$ cat src/core/atpwm_pkg.sv
package atpwm_pkg;
   // -------------------------------------------------------------
   // register map (word indices, taken from ADR_I[5:2])
   // -------------------------------------------------------------
   localparam logic [3:0] ADR_CTRL_A  = 4'h0;
   localparam logic [3:0] ADR_CTRL_B  = 4'h1;
   localparam logic [3:0] ADR_COUNT   = 4'h2;
   localparam logic [3:0] ADR_CMP_A   = 4'h3;
   localparam logic [3:0] ADR_CMP_B   = 4'h4;
   localparam logic [3:0] ADR_ASYNC   = 4'h5;
   localparam logic [3:0] ADR_GTCTRL  = 4'h6;
   localparam logic [3:0] ADR_FLAGS   = 4'h7;
   localparam logic [3:0] ADR_PINDIR  = 4'h8;
   // control A fields
   localparam int MODA_HI = 7;
   localparam int MODA_LO = 6;
   localparam int MODB_HI = 5;
   localparam int MODB_LO = 4;
   localparam int WGM_HI  = 1;
   // control B fields
   localparam int WGM2_BIT = 3;
   localparam int CS_HI    = 2;
   // async status fields, and the prescaler reset bit of the general control register
   localparam int AS_BIT  = 5;
   localparam int UB_CNT  = 4;
   localparam int UB_CA   = 3;
   localparam int UB_CB   = 2;
   localparam int UB_CRA  = 1;
   localparam int UB_CRB  = 0;
   localparam int PSR_BIT = 1;
   // flag register bits
   localparam int FL_OVF = 0;
   localparam int FL_CMA = 1;
   localparam int FL_CMB = 2;
   // values
   localparam logic [7:0] CNT_MAX    = 8'hFF;
   localparam logic [7:0] CNT_BOTTOM = 8'h00;
   localparam logic [2:0] WGM_PC_FF  = 3'h1;
   localparam logic [2:0] WGM_PC_OCA = 3'h5;
   localparam logic [1:0] COM_NONINV = 2'h2;
   localparam logic [1:0] COM_INV    = 2'h3;
   localparam logic [1:0] SYNC_EDGES = 2'h2;
   localparam int         FLAG_SYNC_CYC = 3;
   localparam int         PRE_W      = 10;
endpackage

$ cat src/core/atpwm_timer.sv
// Implementation choices: the register addresses and the Wishbone interface to the registers.
`timescale 1ns/100ps
module atpwm_timer
   import atpwm_pkg::*;
(
   // clock and reset
   input  wire logic        CLK,
   input  wire logic        RESET,
   // wishbone slave
   input  wire logic        CYC_I,
   input  wire logic        STB_I,
   input  wire logic        WE_I,
   input  wire logic [5:0]  ADR_I,
   input  wire logic [3:0]  SEL_I,
   input  wire logic [31:0] DAT_I,
   output logic      [31:0] DAT_O,
   output logic             ACK_O,
   // oscillator pin (sampled level)
   input  wire logic        OSC_IN_PIN,
   // compare pins
   output logic             COMPARE_OUTPUT_A,
   output logic             COMPARE_OUTPUT_A_OE,
   output logic             COMPARE_OUTPUT_B,
   output logic             COMPARE_OUTPUT_B_OE,
   // port release of oscillator pins, sticky overflow flag copy
   output logic             OSC_PINS_TAKEN,
   output logic             OVERFLOW_FLAG
);
   // ---------------------------------------------------------------
   // registers
   // ---------------------------------------------------------------
   logic [7:0] ctrl_a_reg, ctrl_b_reg, count_reg, cmp_a_reg, cmp_b_reg;
   logic [7:0] hold_reg [5];
   logic [4:0] busy_reg;
   logic [1:0] edge_cnt_reg [5];
   logic       async_sel_reg, dir_down_reg, ack_reg;
   logic [2:0] flags_reg;
   logic [1:0] pin_dir_reg;
   logic [PRE_W-1:0] pre_reg;
   logic [7:0] read_count_reg;
   logic       osc_q1_reg, osc_q2_reg, osc_q3_reg;
   logic       out_a_reg, out_b_reg;
   // ---------------------------------------------------------------
   // timer source clock as enable
   // ---------------------------------------------------------------
   logic osc_rise, src_tick, tick, wr, rd_hit;
   logic [7:0] top_val, wdat;
   logic [3:0] widx;
   logic [2:0] wgm, cs;
   logic       pc_mode;
   always_ff @(posedge CLK) begin
      osc_q1_reg <= OSC_IN_PIN;
      osc_q2_reg <= osc_q1_reg;
      osc_q3_reg <= osc_q2_reg;
   end
   assign osc_rise = osc_q2_reg & ~osc_q3_reg;
   assign src_tick = async_sel_reg ? osc_rise : 1'b1;
   assign wgm = {ctrl_b_reg[WGM2_BIT], ctrl_a_reg[WGM_HI:0]};
   assign cs  = ctrl_b_reg[CS_HI:0];
   assign pc_mode = (wgm == WGM_PC_FF) || (wgm == WGM_PC_OCA);
   assign top_val = (wgm == WGM_PC_OCA) ? cmp_a_reg : CNT_MAX;

   always_ff @(posedge CLK) begin
      if (RESET || (wr && widx == ADR_GTCTRL && wdat[PSR_BIT]))
         pre_reg <= '0;
      else if (src_tick)
         pre_reg <= pre_reg + 1'b1;
   end
   always_comb begin
      case (cs)
         3'h1: tick = src_tick;
         3'h2: tick = src_tick && (pre_reg[2:0] == 3'h7);
         3'h3: tick = src_tick && (pre_reg[4:0] == 5'h1F);
         3'h4: tick = src_tick && (pre_reg[5:0] == 6'h3F);
         3'h5: tick = src_tick && (pre_reg[6:0] == 7'h7F);
         3'h6: tick = src_tick && (pre_reg[7:0] == 8'hFF);
         3'h7: tick = src_tick && (&pre_reg);
         default: tick = 1'b0;
      endcase
   end

   // ---------------------------------------------------------------
   // bus slave
   // ---------------------------------------------------------------
   assign wr   = CYC_I && STB_I && WE_I && !ack_reg && SEL_I[0];
   assign widx = ADR_I[5:2];
   assign wdat = DAT_I[7:0];
   assign rd_hit = CYC_I && STB_I && !ack_reg;
   always_ff @(posedge CLK) begin
      if (RESET)
         ack_reg <= 1'b0;
      else
         ack_reg <= rd_hit;
   end
   // acknowledge straight from its flip-flop
   assign ACK_O = ack_reg;
   always_ff @(posedge CLK) begin
      if (RESET)
         DAT_O <= '0;
      else if (rd_hit && !WE_I) begin
         case (widx)
            ADR_CTRL_A: DAT_O <= {24'h0, ctrl_a_reg & 8'hF3};
            ADR_CTRL_B: DAT_O <= {24'h0, ctrl_b_reg};
            ADR_COUNT:  DAT_O <= {24'h0, read_count_reg};
            ADR_CMP_A:  DAT_O <= {24'h0, cmp_a_reg};
            ADR_CMP_B:  DAT_O <= {24'h0, cmp_b_reg};
            ADR_ASYNC:  DAT_O <= {26'h0, async_sel_reg, busy_reg};
            ADR_FLAGS:  DAT_O <= {29'h0, flags_reg};
            ADR_PINDIR: DAT_O <= {30'h0, pin_dir_reg};
            default:    DAT_O <= '0;
         endcase
      end
   end
   always_ff @(posedge CLK) begin
      if (RESET) begin
         async_sel_reg <= 1'b0;
         pin_dir_reg   <= 2'h0;
      end else if (wr && widx == ADR_ASYNC)
         async_sel_reg <= wdat[AS_BIT];
      else if (wr && widx == ADR_PINDIR)
         pin_dir_reg <= wdat[1:0];
   end

   // ---------------------------------------------------------------
   // holding registers, one per target (count, cmpA, cmpB, ctlA, ctlB)
   // ---------------------------------------------------------------
   logic [4:0] wsel, commit;
   assign wsel = {widx == ADR_COUNT, widx == ADR_CMP_A, widx == ADR_CMP_B,
                  widx == ADR_CTRL_A, widx == ADR_CTRL_B};
   genvar g;
   generate
      for (g = 0; g < 5; g++) begin : g_hold
         // hold value, busy until two edges
         always_ff @(posedge CLK) begin
            if (RESET) begin
               busy_reg[g]     <= 1'b0;
               edge_cnt_reg[g] <= 2'h0;
               hold_reg[g]     <= 8'h00;
            end else if (wr && wsel[g]) begin
               hold_reg[g]     <= wdat;
               busy_reg[g]     <= async_sel_reg;
               edge_cnt_reg[g] <= 2'h0;
            end else if (busy_reg[g] && osc_rise) begin
               edge_cnt_reg[g] <= edge_cnt_reg[g] + 2'h1;
               if (edge_cnt_reg[g] + 2'h1 == SYNC_EDGES)
                  busy_reg[g] <= 1'b0;
            end
         end
         assign commit[g] = async_sel_reg
                          ? (busy_reg[g] && osc_rise
                             && edge_cnt_reg[g] + 2'h1 == SYNC_EDGES)
                          : (wr && wsel[g]);
      end
   endgenerate
   logic [7:0] cval [5];
   always_comb begin
      for (int i = 0; i < 5; i++)
         cval[i] = async_sel_reg ? hold_reg[i] : wdat;
   end
   always_ff @(posedge CLK) begin
      if (RESET) begin
         ctrl_a_reg <= 8'h00;
         ctrl_b_reg <= 8'h00;
         cmp_a_reg  <= 8'h00;
         cmp_b_reg  <= 8'h00;
      end else begin
         if (commit[3]) cmp_a_reg  <= cval[3];
         if (commit[2]) cmp_b_reg  <= cval[2];
         if (commit[1]) ctrl_a_reg <= cval[1];
         if (commit[0]) ctrl_b_reg <= cval[0];
      end
   end

   // ---------------------------------------------------------------
   // dual-slope counter
   // ---------------------------------------------------------------
   always_ff @(posedge CLK) begin
      if (RESET) begin
         count_reg    <= CNT_BOTTOM;
         dir_down_reg <= 1'b0;
      end else if (commit[4])
         count_reg <= cval[4];
      else if (tick && pc_mode) begin
         // up to top, top seen one tick, down
         if (!dir_down_reg) begin
            if (count_reg >= top_val) begin
               dir_down_reg <= 1'b1;
               if (count_reg != CNT_BOTTOM)
                  count_reg <= count_reg - 8'h01;
            end else
               count_reg <= count_reg + 8'h01;
         end else begin
            if (count_reg == CNT_BOTTOM) begin
               dir_down_reg <= 1'b0;
               count_reg    <= count_reg + 8'h01;
            end else
               count_reg <= count_reg - 8'h01;
         end
      end
   end
   // read copy refreshed per timer edge
   always_ff @(posedge CLK) begin
      if (RESET)
         read_count_reg <= CNT_BOTTOM;
      else if (src_tick)
         read_count_reg <= count_reg;
   end

   // ---------------------------------------------------------------
   // compare outputs
   // ---------------------------------------------------------------
   logic cmp_block, at_bottom;
   logic [1:0] mod_a, mod_b;
   assign cmp_block = busy_reg[4] | busy_reg[3] | busy_reg[2];
   assign at_bottom = tick && pc_mode && dir_down_reg
                      && count_reg == CNT_BOTTOM;
   assign mod_a = ctrl_a_reg[MODA_HI:MODA_LO];
   assign mod_b = ctrl_a_reg[MODB_HI:MODB_LO];
   function automatic logic next_out(input logic cur, input logic [1:0] md,
                                     input logic [7:0] cv, input logic dn);
      logic inv;
      inv = (md == COM_INV);
      next_out = cur;
      if (md == COM_NONINV || md == COM_INV) begin
         if (cv == CNT_BOTTOM)
            next_out = inv;
         else if (cv == CNT_MAX)
            next_out = !inv;
         else
            next_out = dn ? !inv : inv;
      end
   endfunction
   always_ff @(posedge CLK) begin
      if (RESET) begin
         out_a_reg <= 1'b0;
         out_b_reg <= 1'b0;
      end else if (at_bottom) begin
         if (mod_a[1])
            out_a_reg <= (cmp_a_reg == CNT_BOTTOM) ? mod_a[0] : !mod_a[0];
         if (mod_b[1])
            out_b_reg <= (cmp_b_reg == CNT_BOTTOM) ? mod_b[0] : !mod_b[0];
      end else if (tick && pc_mode && !cmp_block) begin
         if (count_reg == cmp_a_reg)
            out_a_reg <= next_out(out_a_reg, mod_a, cmp_a_reg, dir_down_reg);
         if (count_reg == cmp_b_reg)
            out_b_reg <= next_out(out_b_reg, mod_b, cmp_b_reg, dir_down_reg);
      end
   end
   always_ff @(posedge CLK) begin
      if (RESET) begin
         COMPARE_OUTPUT_A    <= 1'b0;
         COMPARE_OUTPUT_B    <= 1'b0;
         COMPARE_OUTPUT_A_OE <= 1'b0;
         COMPARE_OUTPUT_B_OE <= 1'b0;
         OSC_PINS_TAKEN      <= 1'b0;
      end else begin
         COMPARE_OUTPUT_A    <= out_a_reg;
         COMPARE_OUTPUT_B    <= out_b_reg;
         COMPARE_OUTPUT_A_OE <= pin_dir_reg[0] && mod_a != 2'h0;
         COMPARE_OUTPUT_B_OE <= pin_dir_reg[1] && mod_b != 2'h0;
         OSC_PINS_TAKEN      <= async_sel_reg;
      end
   end

   // ---------------------------------------------------------------
   // flags: sticky, write one to clear, set wins
   // ---------------------------------------------------------------
   logic [2:0] ev;
   assign ev = {tick && pc_mode && !cmp_block && count_reg == cmp_b_reg,
                tick && pc_mode && !cmp_block && count_reg == cmp_a_reg,
                at_bottom};
   // async events delayed before flag set
   logic [2:0] ev_q [FLAG_SYNC_CYC];
   always_ff @(posedge CLK) begin
      if (RESET) begin
         for (int i = 0; i < FLAG_SYNC_CYC; i++) ev_q[i] <= 3'h0;
      end else begin
         ev_q[0] <= ev;
         for (int i = 1; i < FLAG_SYNC_CYC; i++) ev_q[i] <= ev_q[i-1];
      end
   end
   logic [2:0] ev_in, clr;
   assign ev_in = async_sel_reg ? ev_q[FLAG_SYNC_CYC-1] : ev;
   assign clr = (wr && widx == ADR_FLAGS) ? wdat[2:0] : 3'h0;
   always_ff @(posedge CLK) begin
      if (RESET) begin
         flags_reg     <= 3'h0;
         OVERFLOW_FLAG <= 1'b0;
      end else begin
         flags_reg     <= (flags_reg & ~clr) | ev_in;
         OVERFLOW_FLAG <= (flags_reg[FL_OVF] & ~clr[FL_OVF]) | ev_in[FL_OVF];
      end
   end
   // ---------------------------------------------------------------
   // checks
   // ---------------------------------------------------------------
   // top held one tick
   AST_TOP_REVERSE: assert property (@(posedge CLK) disable iff (RESET)
      tick && pc_mode && !dir_down_reg && count_reg == top_val && !commit[4]
      && top_val != CNT_BOTTOM
      |=> dir_down_reg && count_reg == $past(count_reg) - 8'h01)
      else $error("no reversal at top");
   AST_OVF_SET: assert property (@(posedge CLK) disable iff (RESET)
      at_bottom && !async_sel_reg |=> flags_reg[FL_OVF])
      else $error("overflow flag missed");
   AST_BUSY_SET: assert property (@(posedge CLK) disable iff (RESET)
      wr && widx == ADR_CMP_A && async_sel_reg |=> busy_reg[3])
      else $error("busy not set");
   AST_COUNT_UP: assert property (@(posedge CLK) disable iff (RESET)
      tick && pc_mode && !dir_down_reg && count_reg < top_val && !commit[4]
      |=> count_reg == $past(count_reg) + 8'h01)
      else $error("count did not rise");
   AST_OE_DIR: assert property (@(posedge CLK) disable iff (RESET)
      !pin_dir_reg[0] |=> !COMPARE_OUTPUT_A_OE)
      else $error("pin driven as input");
   AST_SYNC_WR: assert property (@(posedge CLK) disable iff (RESET)
      wr && widx == ADR_CMP_B && !async_sel_reg |=> cmp_b_reg == $past(wdat))
      else $error("compare write lost");
   AST_STOP: assert property (@(posedge CLK) disable iff (RESET)
      cs == 3'h0 && !commit[4] |=> count_reg == $past(count_reg))
      else $error("stopped counter moved");
   AST_PSR: assert property (@(posedge CLK) disable iff (RESET)
      wr && widx == ADR_GTCTRL && wdat[PSR_BIT] |=> pre_reg == '0)
      else $error("prescaler not cleared");
   COV_REVERSE: cover property (@(posedge CLK) at_bottom);
   COV_ASYNC:   cover property (@(posedge CLK) commit[3] && async_sel_reg);
   COV_PWM:     cover property (@(posedge CLK) $rose(out_a_reg));
endmodule // atpwm_timer

$ cat config.mk
export PLATFORM = sky130hd
export DESIGN_NAME = atpwm_timer
export DESIGN_NICKNAME = d
export VERILOG_FILES = /design/src/core/atpwm_pkg.sv /design/src/core/atpwm_timer.sv
export SDC_FILE = /design/constraint.sdc
export NUM_CORES = 1
export LEC_CHECK = 0
export BUFFER_PORTS_ARGS = -buffer_cell sky130_fd_sc_hd__buf_4
export CORE_MARGIN = 2
export CORE_UTILIZATION = 48
export DETAILED_ROUTE_END_ITERATION = 6
export GPL_ROUTABILITY_DRIVEN = 1
export PLACE_DENSITY = 0.72
export SYNTH_ARGS = -nofsm -noshare
export SYNTH_HDL_FRONTEND = slang
export SYNTH_SLANG_ARGS = --single-unit
$ cat constraint.sdc
create_clock -name CLK -period 3.9 [get_ports CLK]
set_input_delay 0.195 -clock CLK [delete_from_list [all_inputs] [get_ports CLK]]
set_output_delay 0.195 -clock CLK [all_outputs]
set_load 0.02 [all_outputs]
==> run_results.csv <==
group,metric,value,unit
synth,synth_edf_count,48,
timing,final.setup.tns,0,ps
detailed_routing,drtIter0Drc,666,
timing,slew_viol_final,0,
worst_setup_path,crit_chain,"nand3b_1 -> or2_2 -> ha_1 -> nand2b_1 -> a2111oi_1 -> nor2_1 -> o21ai_2 -> mux2_2 -> or3_1 -> a31oi_1",
detailed_routing,route.detailed.drc,0,
placement,post-dp-hpwl,12500,microns
clock_tree,cts_buffer_depth,2,
synth,synth_seq_cells,144,
worst_setup_path,slowest_delay,600,ps
power,p_leak,0.00313,uW
worst_setup_path,crit_buf_inv,0,
timing,hold_ws,110,ps
power,ir_drop,311,uV
worst_setup_path,crit_path_top_delay_cell,"a2111oi_1",
power,swShare,0.223,
layout,nets,875,
grt,antenna_found_initial,1,
synth,synth_warnings,0,
synth,syn_inst,792,
worst_setup_path,critical_path_class,"reg2reg",
layout,largest_reg_flops,38,
worst_setup_path,critPathMaxFanout,8,
synth,synth.distinct_cells,67,
timing,clock.fmax,0.282,GHz
clock_tree,cts_buffers,17,
power,p_per_area,409,nW/um^2
synth,syn_avg_cell_area,9.26,sq um
run_status,run_status,"complete, no violations",
detailed_routing,num_vias,5767,
detailed_routing,wl_per_cell,17.3,microns
layout,utilization,0.540,
timing,finalCriticalPeriod,3550,ps
synth,synth_top_cell_area_share,0.262,
power,power.switching,742,uW
layout,drive_gt1_frac,0.121,
grt,grt-ovfl-total,0,
worst_setup_path,cp_top_family,"simple AND/OR/NAND/NOR gates",
timing,finalCritPeriodShare,0.910,
clock_tree,cts-resized-gates,0,
synth,synth_most_common_cell,"nor2_1",
clock_tree,cts_tree,"yes",
placement,portBuffers,33,
placement,gp_congestion,0.889,
worst_setup_path,cp-end-kind,"flip-flop",
worst_setup_path,cp.required,4250,ps
synth,ys.flop_type,"dfxtp_1",
layout,syn_to_final_growth,11.1,%
grt,grt_start_max_net_pins,53,
power,internal_power,2590,uW
clock_tree,clock-sinks,144,
worst_setup_path,crit_arrival,3900,ps
clock_tree,cts_setup_buffers,0,
floorplanning,fp-row-count,45,
synth,syn_area,7330,sq um
clock_tree,clk_latency,430,ps
clock_tree,cts_root_buf,"clkbuf_16",
detailed_routing,finalWirelength,17500,microns
detailed_routing,ant_nets,0,
layout,num_antenna_cells,0,
timing,rsz0062_at_grt,"no",
timing,tightest_slew,979,ps
synth,ys_seq_area_frac,0.459,
floorplanning,die_h,128,microns
clock_tree,h-tree-depth,4,
synth,synth_area_leaders,"dfxtp_1 26%, edfxtp_1 20%, nor2_1 5.4%, a211oi_1 3.7%, a21oi_1 3.5%",
grt,grt_pass1_vias,5200,
timing,relSlewSlack,0.347,
min_path,hp-class,"in2reg",
power,clkPwrFrac,0.474,
detailed_routing,vias_per_cell,5.72,
floorplanning,coreArea,15100,sq um
timing,setup_violations,0,
floorplanning,die_width,128,microns
floorplanning,start_util,0.486,
synth,async_flop_share,0,
synth,yosys-top-cells-count,"105 x nor2_1, 96 x dfxtp_1, 59 x nand2_1",
power,pwr-share-seq,0.476,
floorplanning,die_area,16300,sq um
flow_run,drv_cap,0,
clock_tree,path_clk_slew,60,ps
grt,grt_first_pass_wirelength,28000,microns
synth,synth_largest_area_cell,"dfxtp_1",
timing,worst_clock_skew,9.42,ps
floorplanning,num_io_pins,87,
worst_setup_path,cp-start-kind,"flip-flop",
timing,hold_viol,0,
power,power_frac_comb,0.050,
grt,grtUsageTotal,0.226,
detailed_routing,drtPass1Iterations,5,
through the flow:
step,total power [uW],setup WS (ps),instance area [sq um],instances
detailed placement,1780,422,7560,976
finish,3330,352,8140,1009
global route,3430,184,8140,1009
floorplan,1740,833,7420,815
CTS,3350,409,8140,1009
global placement,1780,498,7560,976
layout by cell type (no fill, tap or decap), types with 5 or more instances in the layout:
cell type | synthesis | layout
a211oi_1 | 36 | 36
a21oi_1 | 51 | 51
a22oi_1 | 11 | 11
a31oi_1 | 9 | 9
and2_1 | 39 | 39
and3_1 | 6 | 6
buf_4 | 28 | 42
clkbuf_16 | 0 | 17
conb_1 | 1 | 24
dfxtp_1 | 96 | 95
edfxtp_1 | 48 | 48
ha_1 | 19 | 19
inv_1 | 15 | 15
mux2_2 | 5 | 5
mux2i_1 | 11 | 11
nand2_1 | 59 | 59
nand2b_1 | 9 | 9
nand3_1 | 29 | 29
nand3b_1 | 5 | 5
nand4_1 | 5 | 5
nor2_1 | 105 | 105
nor2b_1 | 22 | 22
nor3_1 | 11 | 11
nor3b_1 | 7 | 7
nor4_1 | 13 | 13
o21ai_0 | 16 | 16
o22ai_1 | 7 | 7
xnor2_1 | 9 | 9
xor2_1 | 20 | 20
worst reg2reg max path: stages (launching register included):
cell and delay [ps]:
dfxtp_1 340, nand3b_1 360, or2_2 380, ha_1 270, nand2b_1 140, a2111oi_1 600, nor2_1 180, o21ai_2 350
mux2_2 390, or3_1 300, a31oi_1 170
cell families (layout without fill, tap and decap cells):
logic type	Yosys count	in the layout	synth area share
other	1	24	0.000511
muxes	19	19	0.0319
adders and majority gates	19	19	0.0324
DFF	144	144	0.459
AOI/OAI and AO/OA	169	169	0.156
xor gates and xnor gates	29	29	0.0346
and+or+nand+nor	326	326	0.221
buffers and inverters	85	91	0.0647
timing repair:
action                                  4_1_cts  5_1_grt
endpoints found under the setup margin        0        0
endpoints found under the hold margin         1        0
hold buffers                                  1        0
routing by layer:
metal  global-route usage  share of wire  vias up
met4               0.0931          0.021        0
li1                     -              -     2833
met2                0.339           0.45      219
met5                    0              0        -
met1                0.315           0.46     2689
met3               0.0511          0.072       26
power groups by stage:
stage | combinational, uW | sequential, uW | clock (uW)
final | 166 | 1590 | 1580
after global placement | 161 | 1620 | 0
after global routing | 180 | 1590 | 1660
after detailed placement | 162 | 1620 | 0
after CTS | 164 | 1590 | 1600
after floorplan | 129 | 1610 | 0
layout make-up:
type                    count  area, sq um
multi-input cells         586         3580
inverters                  16         60.1
fillers                  1405         6950
clock inverters            10          113
repair buffers             43          325
clock buffers              22          464
flip-flops and latches    144         3360
well taps                 188          235
path summary, 6_finish.rpt:
| path | cells past startpoint | start | to | slack (ps) |
|---|---|---|---|---|
| setup / recovery | 10 | ctrl_a_reg[1] | count_reg[6] | 350 |
| hold reg to reg | 0 | osc_q1_reg | osc_q2_reg | 320 |
| setup reg to reg | 10 | ctrl_a_reg[1] | count_reg[6] | 350 |
| hold / removal | 2 | DAT_I[7] | hold_reg[2][7] | 110 |
No activity file was read; power rests on OpenSTA's default activity.
